===== src/common/pdrc_map.vh =====
// register offsets, field positions and reset values of the power dip restart control
`ifndef PDRC_MAP_VH
`define PDRC_MAP_VH
`define PDRC_OFF_CTRL 12'h000
`define PDRC_OFF_STAT 12'h004
`define PDRC_OFF_IRQ_STAT 12'h008
`define PDRC_OFF_IRQ_MASK 12'h00c
`define PDRC_OFF_FREQ 12'h010
`define PDRC_CTRL_RESET 32'h0000_0000
`define PDRC_IRQ_MASK_RESET 6'h00
// ctrl fields
`define PDRC_CTRL_MODE_LSB 0
`define PDRC_CTRL_START_LSB 4
`define PDRC_CTRL_DECEL_DONE 8
`define PDRC_CTRL_SEARCH_DONE 9
`define PDRC_CTRL_ALARM_CLR 10
// status fields
`define PDRC_STAT_STATE_LSB 0
`define PDRC_STAT_OUT_EN 4
`define PDRC_STAT_ALARM 5
`define PDRC_STAT_UV 6
`define PDRC_STAT_CONT 7
`define PDRC_STAT_SEARCH 8
// interrupt event bits
`define PDRC_EV_UV 0
`define PDRC_EV_CONT 1
`define PDRC_EV_ALARM 2
`define PDRC_EV_RESTORE 3
`define PDRC_EV_RESTART 4
`define PDRC_EV_SEARCH 5
`define PDRC_NEV 6
// states
`define PDRC_ST_RUN 3'h0
`define PDRC_ST_COAST 3'h1
`define PDRC_ST_DECEL 3'h2
`define PDRC_ST_CONT 3'h3
`define PDRC_ST_SEARCH 3'h4
`define PDRC_ST_TRIP 3'h5
`endif


===== src/rtl/pdrc_top.v =====
// power dip restart control: mode sequencing, restart and apb registers
//
// Function
// mode 0 raises the alarm and disables the output at once on undervoltage.
// mode 1 disables the output on undervoltage without the alarm or undervoltage state.
// mode 1 raises the alarm on power restoration and keeps the output disabled.
// mode 2 starts a regenerating deceleration when the bus drops below the running level.
// mode 2 raises the alarm once the deceleration to stop has finished.
// mode 3 enters continuous running control below the running level and waits for power.
// mode 3 stores the output frequency and coasts if undervoltage still occurs.
// without auto search, a run command restarts at the stored frequency on restoration.
// with auto search, a run command searches motor speed and restarts at the found speed.
// auto search is on by terminal command or starting mode setting 1 or 2.
// threshold flags are synchronous and the response is decided in their own cycle.
//
// Decided for this implementation: the register addresses and the APB interface to the registers.
`timescale 1ns/1ps
`include "pdrc_map.vh"

module pdrc_top #(
   parameter FW = 16
) (
   input wire pclk,
   input wire presetn,
   input wire psel,
   input wire penable,
   input wire pwrite,
   input wire [11:0] paddr,
   input wire [31:0] pwdata,
   output reg [31:0] prdata,
   output reg pready,
   output reg pslverr,
   input wire uv_flag,
   input wire below_cont_level,
   input wire run_cmd,
   input wire auto_search_enable_cmd,
   input wire [FW-1:0] out_freq,
   input wire [FW-1:0] searched_freq,
   output reg out_enable,
   output reg decel_active,
   output reg cont_run_active,
   output reg search_active,
   output reg restart_pulse,
   output reg [FW-1:0] restart_freq,
   output reg uv_alarm,
   output reg irq
);

   reg [31:0] ctrl_reg;
   reg [`PDRC_NEV-1:0] irq_stat_reg;
   reg [`PDRC_NEV-1:0] irq_mask_reg;
   reg [`PDRC_NEV-1:0] ev;
   reg [2:0] state_reg;
   reg [2:0] state_next;
   reg [FW-1:0] saved_freq_reg;
   reg uv_state_reg;
   reg uv_d_reg;
   reg restore_pend_reg;
   reg set_alarm;
   reg do_restart;
   reg do_search;
   reg save_freq;
   reg [31:0] rdata;

   wire [1:0] power_dip_mode_select;
   wire [1:0] starting_mode_setting;
   wire auto_search;
   wire restored;
   wire acc;
   wire wr;

   assign power_dip_mode_select = ctrl_reg[`PDRC_CTRL_MODE_LSB +: 2];
   assign starting_mode_setting = ctrl_reg[`PDRC_CTRL_START_LSB +: 2];
   assign auto_search = auto_search_enable_cmd ||
      (starting_mode_setting == 2'h1) || (starting_mode_setting == 2'h2);
   assign restored = uv_d_reg && !uv_flag;
   assign acc = psel && penable;
   assign wr = acc && pwrite;

   function is_addr;
      input [11:0] a;
      input [11:0] off;
      begin
         is_addr = (a == off);
      end
   endfunction

   // apb slave, zero wait state
   always @(posedge pclk or negedge presetn) begin
      if (!presetn) begin
         pready <= 1'b0;
         pslverr <= 1'b0;
         prdata <= 32'h0000_0000;
      end else begin
         pready <= psel && !penable;
         pslverr <= psel && !penable && (paddr[1:0] != 2'h0 ||
            !(is_addr(paddr, `PDRC_OFF_CTRL) || is_addr(paddr, `PDRC_OFF_STAT) ||
              is_addr(paddr, `PDRC_OFF_IRQ_STAT) || is_addr(paddr, `PDRC_OFF_IRQ_MASK) ||
              is_addr(paddr, `PDRC_OFF_FREQ)));
         if (psel && !penable && !pwrite)
            prdata <= rdata;
      end
   end

   always @* begin
      rdata = 32'h0000_0000;
      if (is_addr(paddr, `PDRC_OFF_CTRL))
         rdata = {26'h0, ctrl_reg[5:0]};
      else if (is_addr(paddr, `PDRC_OFF_STAT))
         rdata = {23'h0, search_active, cont_run_active, uv_state_reg, uv_alarm,
            out_enable, 1'b0, state_reg};
      else if (is_addr(paddr, `PDRC_OFF_IRQ_STAT))
         rdata = {26'h0, irq_stat_reg};
      else if (is_addr(paddr, `PDRC_OFF_IRQ_MASK))
         rdata = {26'h0, irq_mask_reg};
      else if (is_addr(paddr, `PDRC_OFF_FREQ))
         rdata = {{(32-FW){1'b0}}, saved_freq_reg};
   end

   // sequencer: flags are taken as synchronous and acted on in their own cycle
   always @* begin
      state_next = state_reg;
      set_alarm = 1'b0;
      do_restart = 1'b0;
      do_search = 1'b0;
      save_freq = 1'b0;
      case (state_reg)
         `PDRC_ST_RUN: begin
            if (uv_flag && power_dip_mode_select == 2'h0) begin
               set_alarm = 1'b1;
               state_next = `PDRC_ST_TRIP;
            end else if (uv_flag && power_dip_mode_select == 2'h1) begin
               state_next = `PDRC_ST_COAST;
            end else if (below_cont_level && power_dip_mode_select == 2'h2) begin
               state_next = `PDRC_ST_DECEL;
            end else if (below_cont_level && power_dip_mode_select == 2'h3) begin
               state_next = `PDRC_ST_CONT;
            end else if (uv_flag) begin
               save_freq = 1'b1;
               state_next = `PDRC_ST_COAST;
            end
         end
         `PDRC_ST_DECEL: begin
            if (ctrl_reg[`PDRC_CTRL_DECEL_DONE] || uv_flag) begin
               set_alarm = 1'b1;
               state_next = `PDRC_ST_TRIP;
            end
         end
         `PDRC_ST_CONT: begin
            if (uv_flag) begin
               save_freq = 1'b1;
               state_next = `PDRC_ST_COAST;
            end else if (!below_cont_level) begin
               state_next = `PDRC_ST_RUN;
            end
         end
         `PDRC_ST_COAST: begin
            if (restored && power_dip_mode_select == 2'h1) begin
               set_alarm = 1'b1;
               state_next = `PDRC_ST_TRIP;
            end else if ((restored || restore_pend_reg) && !uv_flag && run_cmd) begin
               if (auto_search) begin
                  do_search = 1'b1;
                  state_next = `PDRC_ST_SEARCH;
               end else begin
                  do_restart = 1'b1;
                  state_next = `PDRC_ST_RUN;
               end
            end
         end
         `PDRC_ST_SEARCH: begin
            if (uv_flag) begin
               state_next = `PDRC_ST_COAST;
            end else if (ctrl_reg[`PDRC_CTRL_SEARCH_DONE]) begin
               do_restart = 1'b1;
               state_next = `PDRC_ST_RUN;
            end
         end
         `PDRC_ST_TRIP: begin
            if (ctrl_reg[`PDRC_CTRL_ALARM_CLR] && !uv_flag)
               state_next = `PDRC_ST_RUN;
         end
         default: state_next = `PDRC_ST_TRIP;
      endcase
   end

   always @* begin
      ev = {`PDRC_NEV{1'b0}};
      ev[`PDRC_EV_UV] = uv_flag && !uv_d_reg;
      ev[`PDRC_EV_CONT] = (state_next == `PDRC_ST_CONT) && (state_reg != `PDRC_ST_CONT);
      ev[`PDRC_EV_ALARM] = set_alarm;
      ev[`PDRC_EV_RESTORE] = restored;
      ev[`PDRC_EV_RESTART] = do_restart;
      ev[`PDRC_EV_SEARCH] = do_search;
   end

   always @(posedge pclk or negedge presetn) begin
      if (!presetn) begin
         ctrl_reg <= `PDRC_CTRL_RESET;
         irq_mask_reg <= `PDRC_IRQ_MASK_RESET;
         irq_stat_reg <= {`PDRC_NEV{1'b0}};
         irq <= 1'b0;
      end else begin
         // done and clear bits are self clearing strobes
         ctrl_reg[10:8] <= 3'h0;
         if (wr && is_addr(paddr, `PDRC_OFF_CTRL))
            ctrl_reg <= {21'h0, pwdata[10:8], 2'h0, pwdata[5:0]};
         if (wr && is_addr(paddr, `PDRC_OFF_IRQ_MASK))
            irq_mask_reg <= pwdata[`PDRC_NEV-1:0];
         // set wins over write-one-to-clear
         if (wr && is_addr(paddr, `PDRC_OFF_IRQ_STAT))
            irq_stat_reg <= (irq_stat_reg & ~pwdata[`PDRC_NEV-1:0]) | ev;
         else
            irq_stat_reg <= irq_stat_reg | ev;
         irq <= |(irq_stat_reg & irq_mask_reg);
      end
   end

   always @(posedge pclk or negedge presetn) begin
      if (!presetn) begin
         state_reg <= `PDRC_ST_RUN;
         saved_freq_reg <= {FW{1'b0}};
         uv_state_reg <= 1'b0;
         uv_d_reg <= 1'b0;
         restore_pend_reg <= 1'b0;
         out_enable <= 1'b0;
         decel_active <= 1'b0;
         cont_run_active <= 1'b0;
         search_active <= 1'b0;
         restart_pulse <= 1'b0;
         restart_freq <= {FW{1'b0}};
         uv_alarm <= 1'b0;
      end else begin
         state_reg <= state_next;
         uv_d_reg <= uv_flag;
         if (save_freq || (uv_flag && !uv_d_reg && state_reg == `PDRC_ST_RUN))
            saved_freq_reg <= out_freq;
         if (state_next == `PDRC_ST_COAST && restored)
            restore_pend_reg <= 1'b1;
         else if (state_next != `PDRC_ST_COAST || uv_flag)
            restore_pend_reg <= 1'b0;
         // mode 1 coasts without entering the undervoltage state
         uv_state_reg <= uv_flag && power_dip_mode_select != 2'h1;
         out_enable <= (state_next == `PDRC_ST_RUN) || (state_next == `PDRC_ST_DECEL) ||
            (state_next == `PDRC_ST_CONT) || (state_next == `PDRC_ST_SEARCH);
         decel_active <= state_next == `PDRC_ST_DECEL;
         cont_run_active <= state_next == `PDRC_ST_CONT;
         search_active <= state_next == `PDRC_ST_SEARCH;
         restart_pulse <= do_restart;
         if (do_restart)
            restart_freq <= (state_reg == `PDRC_ST_SEARCH) ? searched_freq
               : saved_freq_reg;
         if (set_alarm)
            uv_alarm <= 1'b1;
         else if (state_next == `PDRC_ST_RUN && state_reg == `PDRC_ST_TRIP)
            uv_alarm <= 1'b0;
      end
   end

endmodule


===== config.mk =====
export PLATFORM = sky130hd
export DESIGN_NAME = pdrc_top
export DESIGN_NICKNAME = d
export VERILOG_FILES = /design/src/rtl/pdrc_top.v
export VERILOG_INCLUDE_DIRS = /design/src /design/src/common
export SDC_FILE = /design/constraint.sdc
export NUM_CORES = 1
export LEC_CHECK = 0
export ABC_AREA = 1
export BUFFER_PORTS_ARGS = -buffer_cell sky130_fd_sc_hd__buf_2
export CELL_PAD_IN_SITES_DETAIL_PLACEMENT = 1
export CELL_PAD_IN_SITES_GLOBAL_PLACEMENT = 1
export CORE_MARGIN = 2
export CORE_UTILIZATION = 35
export DETAILED_ROUTE_END_ITERATION = 16
export PLACE_DENSITY_LB_ADDON = 0.15
export SLEW_MARGIN = 15
export SYNTH_ARGS = -nofsm -noshare
export SYNTH_HDL_FRONTEND = slang
export SYNTH_SLANG_ARGS = --single-unit
export TNS_END_PERCENT = 20

===== constraint.sdc =====
create_clock -name pclk -period 3.1 [get_ports pclk]
set_clock_uncertainty 0.15 [all_clocks]
set_input_delay 0.155 -clock pclk [delete_from_list [all_inputs] [get_ports pclk]]
set_output_delay 0.155 -clock pclk [all_outputs]
set_load 0.005 [all_outputs]

==> results of run 1 <==
==> layout make-up <==
class | count | area, sq um | share of cell area [%]
Timing Repair Buffer | 144 | 925.9 | 16.59
Inverter | 47 | 176.4 | 3.161
Clock buffer | 10 | 239.0 | 4.283
Antenna cell | 1 | 2.502 | 0.04484
Tap cell | 147 | 183.9 | 3.296
Clock inverter | 6 | 72.57 | 1.300
Multi-Input combinational cell | 390 | 1878 | 33.65
Sequential cell | 84 | 2102 | 37.67
==> worst max-delay path: cells and delay by family <==
family,cells,cell delay (ps)
buf+inv,3,1050
compound gates,1,220
simple gates,4,810
==> worst max-delay path by stage <==
stage          depth (start not counted)  slack, ps          from                end
2_1_floorplan                          9       1560  state_reg[0]  saved_freq_reg[6]
3_3_place_gp                           5       1100  state_reg[0]    restart_freq[0]
3_5_place_dp                           9       1070       uv_flag    restart_freq[0]
4_1_cts                                9        900       penable          prdata[5]
5_1_grt                                8        710      paddr[2]            pslverr
6_report                               8        930      paddr[2]            pslverr
==> routing by layer <==
metal	vias up	global-route usage [%]	wire length, microns
met4	0	8.112	267
met5	-	0	0
met2	88	35.65	6534
met3	17	2.952	408
li1	1989	-	-
met1	1958	28.68	6389
==> where the power goes <==
group          switching (W)  total, W  internal, W
clock network       0.000468   0.00112     0.000653
registers           0.000225   0.00154      0.00131
logic               0.000475  0.000870     0.000394
total                0.00117   0.00353      0.00236
==> placed cells by master (no fill, tap or decap), types with 3 or more instances in the layout <==
| master | synthesis | routed |
|---|---|---|
| a21oi_1 | 7 | 7 |
| buf_2 | 7 | 101 |
| buf_4 | 18 | 4 |
| clkbuf_16 | 0 | 9 |
| clkinv_4 | 0 | 3 |
| conb_1 | 1 | 16 |
| dfrtp_1 | 84 | 84 |
| dlygate4sd3_1 | 0 | 39 |
| inv_1 | 46 | 46 |
| mux2_2 | 16 | 16 |
| nand2_1 | 171 | 171 |
| nand2_2 | 6 | 6 |
| nand3_1 | 70 | 70 |
| nand3b_1 | 4 | 4 |
| nand4_1 | 6 | 6 |
| nor2_1 | 31 | 31 |
| nor3_1 | 5 | 5 |
| o21ai_0 | 37 | 37 |
| o21ai_1 | 6 | 6 |
==> repair_timing <==
| action | 4_1_cts | 5_1_grt |
|---|---|---|
| hold buffers | 39 | 0 |
| endpoints found under the hold margin | 69 | 0 |
| setup endpoints to repair | 0 | 0 |
==> cells by family after synthesis <==
family	after synthesis
flops	84
mux	16
buf+inv	79
compound gates	54
other cells	1
simple gates	304
==> per-stage QoR <==
| stage | instances | cell area, sq um | util, % |
|---|---|---|---|
| detailed placement | 773 | 4876 | 40.59 |
| global placement | 773 | 4876 | 40.59 |
| floorplan | 553 | 4368 | - |
| finish | 829 | 5580 | 46.46 |
| CTS | 828 | 5578 | 46.44 |
| global route | 828 | 5578 | 46.44 |
==> impl_metrics.py, run 1 <==
metrics = {
    "placed_design": {
        "hpwl_mm": 9.972,
        "detailedPlace.worstSlack_ps": 1071,
        "place.gp.congestion": 0.8425,
        "port-buffer-count": 102,
    },
    "critical_path": {
        "rr_endpoint": "restart_freq[9]",
        "cp_common_cell": "nand2_1",
        "rr_startpoint": "state_reg[2]",
        "critPathCaptureType": "flip-flop",
        "worstPathCellList": "buf_2 > inv_1 > nand2_1 > nor2_1 > nand2_1 > a21oi_1 > nor3_1 > dlygate4sd3_1",
        "cp_data_arrival_time_ps": 2250,
        "reg2reg_depth": 4,
        "cp_max_fo": 16,
        "worstSetupPathType": "in2reg",
        "cp_slowest_cell": "dlygate4sd3_1",
        "start_kind": "input pin",
        "rrSetupSlack_ps": 1060,
        "required_ps": 3170,
        "critPathMaxStageDelay_ps": 540,
    },
    "global_route": {
        "grt_usage_pct": 21.49,
        "antenna_found_initial": 0,
        "grt_max_degree": 34,
        "grt_pass1_wl_mm": 21.91,
        "grt_overflow": 0,
        "grt_pass1_vias": 4288,
    },
    "synthesis": {
        "synth_edf_count": 0,
        "yosysSeqAreaShare_pct": 48.75,
        "yosysWarnings": 0,
        "synth_top_area_share_pct": 48.75,
        "synth_top_family_by_area": "simple AND/OR/NAND/NOR gates",
        "ys_ff_latch": 84,
        "synthMuxAreaShare_pct": 4.179,
        "yosysMostFrequentCell": "nand2_1",
        "async_flop_share_pct": 100.0,
        "synth_area_leaders": "dfrtp_1, nand2_1, nand3_1",
        "synth_area_leader_cell": "dfrtp_1",
        "ys_top_cells_by_count": "nand2_1, dfrtp_1, nand3_1",
        "synth_cell_types": 31,
        "synthSimpleGateAreaFrac_pct": 31.46,
        "yosys.area_share.adder_pct": 0,
        "synthFlopType": "dfrtp_1",
        "syn_area_sq_um": 4312,
        "synthXorXnorAreaFrac_pct": 0,
        "synthCells": 538,
        "syn_area_per_cell_sq_um": 8.014,
        "synth_compound_area_share_pct": 6.529,
    },
    "clock_network": {
        "postCtsSetupBuffers": 0,
        "tritoncts": "built",
        "clock_path_buffers": 2,
        "clk_latency_ps": 340,
        "cts_num_sinks": 84,
        "cts_made_buffers": 9,
        "cts.repair.resized": 0,
        "root_buffer": "clkbuf_16",
        "path_clk_slew_ps": 60,
        "h-tree-depth": 3,
    },
    "drt": {
        "drt_iter0_drc": 154,
        "antenna_left": 0,
        "avgRoutedWirePerCell_microns": 16.41,
        "num_vias": 4052,
        "drt-pass1-iter-count": 4,
        "drc": 0,
        "drt_wl_total_mm": 13.60,
        "routed_via_density": 4.888,
    },
    "run": {
        "cap_violations": 0,
    },
    "worst_hold_path": {
        "hp-class": "in2reg",
        "hold_path_depth": 3,
        "hold_end": "ctrl_reg[4]",
        "hold_start": "pwdata[4]",
    },
    "timing": {
        "grt_setup_unrepaired": "false",
        "period_needed_ps": 2174,
        "whs_ps": -2.644,
        "finalHoldViolCount": 1,
        "tightest_slew_ps": 617.3,
        "report.final.slew_viol_count": 0,
        "setup_viol_count_final": 0,
        "setup_tns_ps": 0,
        "fmaxAchievable_mhz": 460.0,
        "fin_ws_ps": 926.0,
        "fin_crit_sh_pct": 70.13,
        "max_slew_margin_pct": 58.75,
    },
    "run_status": {
        "status": "finished with violations",
        "violations": "negative hold slack",
    },
    "floorplanning": {
        "boundaryPins": 142,
        "start_util_pct": 35.90,
        "dieArea_sq_um": 13220,
        "die_h_microns": 115.0,
        "num_rows": 40,
        "core_area_sq_um": 12010,
        "die_x_microns": 115.0,
    },
    "power": {
        "worst_ir_drop_vdd_v": 0.0003695,
        "power_w": 0.003530,
        "p_leak_nw": 3.007,
        "power_density_nw_per_um2": 632.6,
    },
    "finish": {
        "area_delta_synth_final_pct": 29.43,
        "drive_gt1_share_pct": 22.91,
        "fill_cells": 1474,
        "final_nets": 761,
    },
}
Note: power is estimated with default switching activity, not from simulation.
==> inputs of run 2 (changes only) <==
Clock period 3.1 ns to 2.3 ns, I/O delays scaled along.
==> impl_metrics.py, run 2 (synthesis gave the netlist of run 1 again) <==
metrics = {
    "run_status": {
        "status": "completed",
    },
    "clock_network": {
        "h-tree-depth": 3,
        "tritoncts": "built",
        "path_clk_slew_ps": 70,
        "postCtsSetupBuffers": 0,
        "cts_made_buffers": 9,
        "cts_num_sinks": 84,
        "root_buffer": "clkbuf_16",
        "clock_path_buffers": 2,
        "clk_latency_ps": 340,
    },
    "finish": {
        "fill_cells": 1470,
        "antennaDiodeCount": 0,
        "area_delta_synth_final_pct": 32.53,
        "layout_commonest_cell": "nand2_1",
        "final_area_sq_um": 5714,
        "final_cell_mix": "nand2_1, buf_2, dfrtp_1",
        "final_nets": 776,
        "drive_gt1_share_pct": 23.28,
    },
    "run": {
        "cap_violations": 0,
    },
    "global_route": {
        "grt_max_degree": 41,
        "grt_usage_pct": 21.84,
        "grt_overflow": 0,
        "antenna_found_initial": 0,
        "grt_pass1_wl_mm": 22.18,
        "grt_pass1_vias": 4339,
    },
    "critical_path": {
        "worstPathCellList": "buf_2 > nor2_1 > nand2_1 > nor2_1 > nand2_1 > a21oi_1 > nor3_1 > dlygate4sd3_1",
        "start_kind": "input pin",
        "critPathMaxStageDelay_ps": 550,
        "reg2reg_depth": 7,
        "worstSetupPathType": "in2reg",
        "cp_data_arrival_time_ps": 2090,
        "required_ps": 2380,
        "cp_slowest_cell": "dlygate4sd3_1",
        "cp_max_fo": 8,
        "critPathCaptureType": "flip-flop",
    },
    "power": {
        "p_leak_nw": 3.074,
        "power_density_nw_per_um2": 843.3,
        "worst_ir_drop_vdd_v": 0.0003811,
    },
    "timing": {
        "tightest_slew_ps": 541.9,
        "fin_crit_sh_pct": 87.35,
        "setup_viol_count_final": 0,
        "setup_tns_ps": 0,
        "period_needed_ps": 2009,
        "max_slew_margin_pct": 63.87,
        "fmaxAchievable_mhz": 497.7,
        "finalHoldViolCount": 0,
        "report.final.slew_viol_count": 0,
        "grt_setup_unrepaired": "false",
    },
    "drt": {
        "avgRoutedWirePerCell_microns": 16.24,
        "drc": 0,
        "drt_iter0_drc": 190,
        "drt_wl_total_mm": 13.69,
        "routed_via_density": 4.903,
        "num_vias": 4133,
        "antenna_left": 0,
        "drt-pass1-iter-count": 6,
    },
    "floorplanning": {
        "die_x_microns": 115.0,
        "num_rows": 40,
        "dieArea_sq_um": 13220,
        "boundaryPins": 142,
        "start_util_pct": 35.90,
        "die_h_microns": 115.0,
        "core_area_sq_um": 12010,
    },
    "placed_design": {
        "hpwl_mm": 9.883,
        "port-buffer-count": 102,
        "place.gp.congestion": 0.9225,
        "place_area_sq_um": 4941,
    },
    "worst_hold_path": {
        "hp-class": "in2reg",
        "hold_path_depth": 4,
    },
}
## run 2: through the flow
stage | hold slack (ps) | setup slack (ps) | power, W | std cells | util, %
4_1_cts | 93.83 | 303.9 | 0.004833 | 843 | 47.57
6_report | 111.4 | 290.9 | 0.004819 | 843 | 47.57
2_1_floorplan | -330.6 | 759.8 | 0.002785 | 553 | -
5_1_grt | 153.8 | 46.16 | 0.005137 | 843 | 47.57
3_3_place_gp | -14.70 | 533.0 | 0.003219 | 780 | 41.14
3_5_place_dp | -9.207 | 474.8 | 0.003269 | 780 | 41.14
## run 2: layout make-up
class | instances | area, sq um | share of cell area (%)
tap | 147 | 183.9 | 3.219
inverter | 47 | 176.4 | 3.087
sequential | 84 | 2102 | 36.79
multi-input combinational | 390 | 1878 | 32.87
clock buffer | 11 | 242.7 | 4.248
clock inverter | 5 | 60.06 | 1.051
timing repair buffer | 159 | 1071 | 18.74
## run 2: final timing paths
kind | end | slack, ps | from
setup / recovery | pslverr | 290 | paddr[1]
hold reg to reg | prdata[2] | 320 | prdata[2]
setup reg to reg | search_active | 490 | state_reg[2]
hold / removal | irq_stat_reg[5] | 110 | auto_search_enable_cmd
max in group asynchronous | restart_freq[1] | 1210 | presetn
min in group asynchronous | ctrl_reg[8] | 160 | presetn
## run 2: layer usage
metal	track usage (%)	share of wire, %
met1	29.47	47
met2	35.73	47
met3	3.690	3.8
met4	7.550	2.2
met5	0	0
## run 2: worst max-delay path: cells and delay by family
kind / cells / cell delay [ps]
AO/OA/AOI/OAI: 1 / 210
buffers and inverters: 2 / 640
AND/OR/NAND/NOR: 5 / 1120
## run 2: where the power goes
group          switching [W]  internal [W]  total (W)  leakage (nW)
clock               0.000625      0.000876    0.00150         0.146
sequential          0.000294       0.00177    0.00207          1.10
combinational       0.000681      0.000571    0.00125          1.83
total                0.00160       0.00322    0.00482          3.07
## run 2: what timing repair did
item | in CTS | in global routing
hold buffers | 47 | 0
gates resized for setup | 0 | 0
hold endpoints to repair | 88 | 0
==> inputs of run 3 (changes only) <==
Settings changed: CORE_MARGIN 2 to 4.
==> impl_metrics.py, run 3 (synthesis gave the netlist of run 1 again) <==
metrics = {
    "global_route": {
        "grt_usage_pct": 21.26,
        "grt_overflow": 0,
        "grt_pass1_wl_mm": 23.55,
        "grt_max_degree": 37,
        "grt_pass1_vias": 4466,
        "antenna_found_initial": 2,
    },
    "placed_design": {
        "place.gp.congestion": 0.8627,
        "dp_cells": 780,
        "port-buffer-count": 102,
        "hpwl_mm": 10.20,
    },
    "run_status": {
        "status": "completed",
    },
    "clock_network": {
        "cts.repair.resized": 0,
        "tritoncts": "built",
        "h-tree-depth": 3,
        "clk_latency_ps": 350,
        "cts_made_buffers": 9,
        "cts_num_sinks": 84,
        "root_buffer": "clkbuf_16",
        "path_clk_slew_ps": 60,
        "postCtsSetupBuffers": 0,
        "clock_path_buffers": 2,
    },
    "finish": {
        "layout_commonest_cell": "nand2_1",
        "area_delta_synth_final_pct": 33.43,
        "fill_cells": 1481,
        "fin_util_pct": 47.90,
        "drive_gt1_share_pct": 23.45,
        "final_cell_mix": "nand2_1, buf_2, dfrtp_1",
        "final_cells": 844,
        "final_nets": 775,
    },
    "critical_path": {
        "required_ps": 2380,
        "start_kind": "input pin",
        "reg2reg_depth": 7,
        "critPathCaptureType": "flip-flop",
        "cp_max_fo": 8,
        "rr_endpoint": "search_active",
        "rr_startpoint": "state_reg[2]",
        "rrSetupSlack_ps": 390,
        "cp_data_arrival_time_ps": 2190,
        "worstSetupPathType": "in2reg",
    },
    "floorplanning": {
        "core_area_sq_um": 12010,
        "start_util_pct": 35.90,
        "num_rows": 40,
        "die_h_microns": 119.0,
        "die_x_microns": 119.0,
        "dieArea_sq_um": 14160,
        "boundaryPins": 142,
    },
    "timing": {
        "setup_tns_ps": 0,
        "report.final.slew_viol_count": 0,
        "tightest_slew_ps": 534.4,
        "grt_setup_unrepaired": "false",
        "fmaxAchievable_mhz": 474.5,
        "period_needed_ps": 2107,
        "setup_viol_count_final": 0,
        "finalHoldViolCount": 0,
        "max_slew_margin_pct": 64.37,
        "whs_ps": 9.167,
        "fin_crit_sh_pct": 91.63,
    },
    "worst_hold_path": {
        "hp-class": "in2reg",
        "hold_start": "run_cmd",
        "hold_path_depth": 5,
        "hold_end": "irq_stat_reg[5]",
    },
    "power": {
        "power_density_nw_per_um2": 874.4,
        "worst_ir_drop_vdd_v": 0.0004626,
        "p_leak_nw": 3.094,
    },
    "drt": {
        "drc": 0,
        "avgRoutedWirePerCell_microns": 17.12,
        "drt-pass1-iter-count": 4,
        "num_vias": 4150,
        "routed_via_density": 4.917,
        "antenna_left": 0,
        "drt_wl_total_mm": 14.45,
        "drt_iter0_drc": 175,
    },
    "run": {
        "cap_violations": 0,
    },
}
==> run 3: per-layer routing <==
metal	track usage [%]	share of wire, %
met3	3.704	4.5
met4	7.241	2.3
met1	27.24	45
met2	36.24	48
met5	0	0
==> run 3: timing repair <==
action	4_1_cts	5_1_grt
hold buffers	46	0
hold endpoints to repair	105	0
endpoints found under the setup margin	0	0
==> run 3: critical path: stages <==
cell           delay, ps
buf_2                100
nor2_1               290
nand2_1              170
nor2_1               370
nand2_1              290
a21oi_1              250
nor3_1                60
dlygate4sd3_1        550
==> run 3: where the power goes <==
group / internal (W) / total, W / switching [W]
logic: 0.000561 / 0.00124 / 0.000684
registers: 0.00177 / 0.00208 / 0.000309
clock network: 0.00107 / 0.00171 / 0.000637
==> run 3: metrics by stage <==
step | setup WS, ps | power (W) | area, sq um
2_1_floorplan | 759.8 | 0.002785 | 4368
3_3_place_gp | 477.2 | 0.003216 | 4941
3_5_place_dp | 378.7 | 0.003258 | 4941
4_1_cts | 236.3 | 0.005049 | 5748
5_1_grt | 16.62 | 0.005311 | 5753
6_report | 192.5 | 0.005031 | 5753
==> run 3: layout make-up <==
class	count	area (sq um)	area share [%]
Antenna cell	2	5.005	0.08699
Clock buffer	9	225.2	3.915
Clock inverter	7	121.4	2.110
Inverter	47	176.4	3.067
Multi-Input combinational cell	390	1878	32.64
Sequential cell	84	2102	36.54
Tap cell	147	183.9	3.197
Timing Repair Buffer	158	1061	18.44
==> run 3: worst max path at each step <==
| stage | startpoint | slack, ps | cells after the start | endpoint |
|---|---|---|---|---|
| 3_3_place_gp | state_reg[2] | 480 | 7 | search_active |
| 2_1_floorplan | state_reg[0] | 760 | 9 | saved_freq_reg[6] |
| 5_1_grt | paddr[1] | 20 | 8 | pslverr |
| 3_5_place_dp | state_reg[2] | 380 | 7 | search_active |
| 4_1_cts | paddr[1] | 240 | 8 | pslverr |
| 6_report | paddr[1] | 190 | 8 | pslverr |
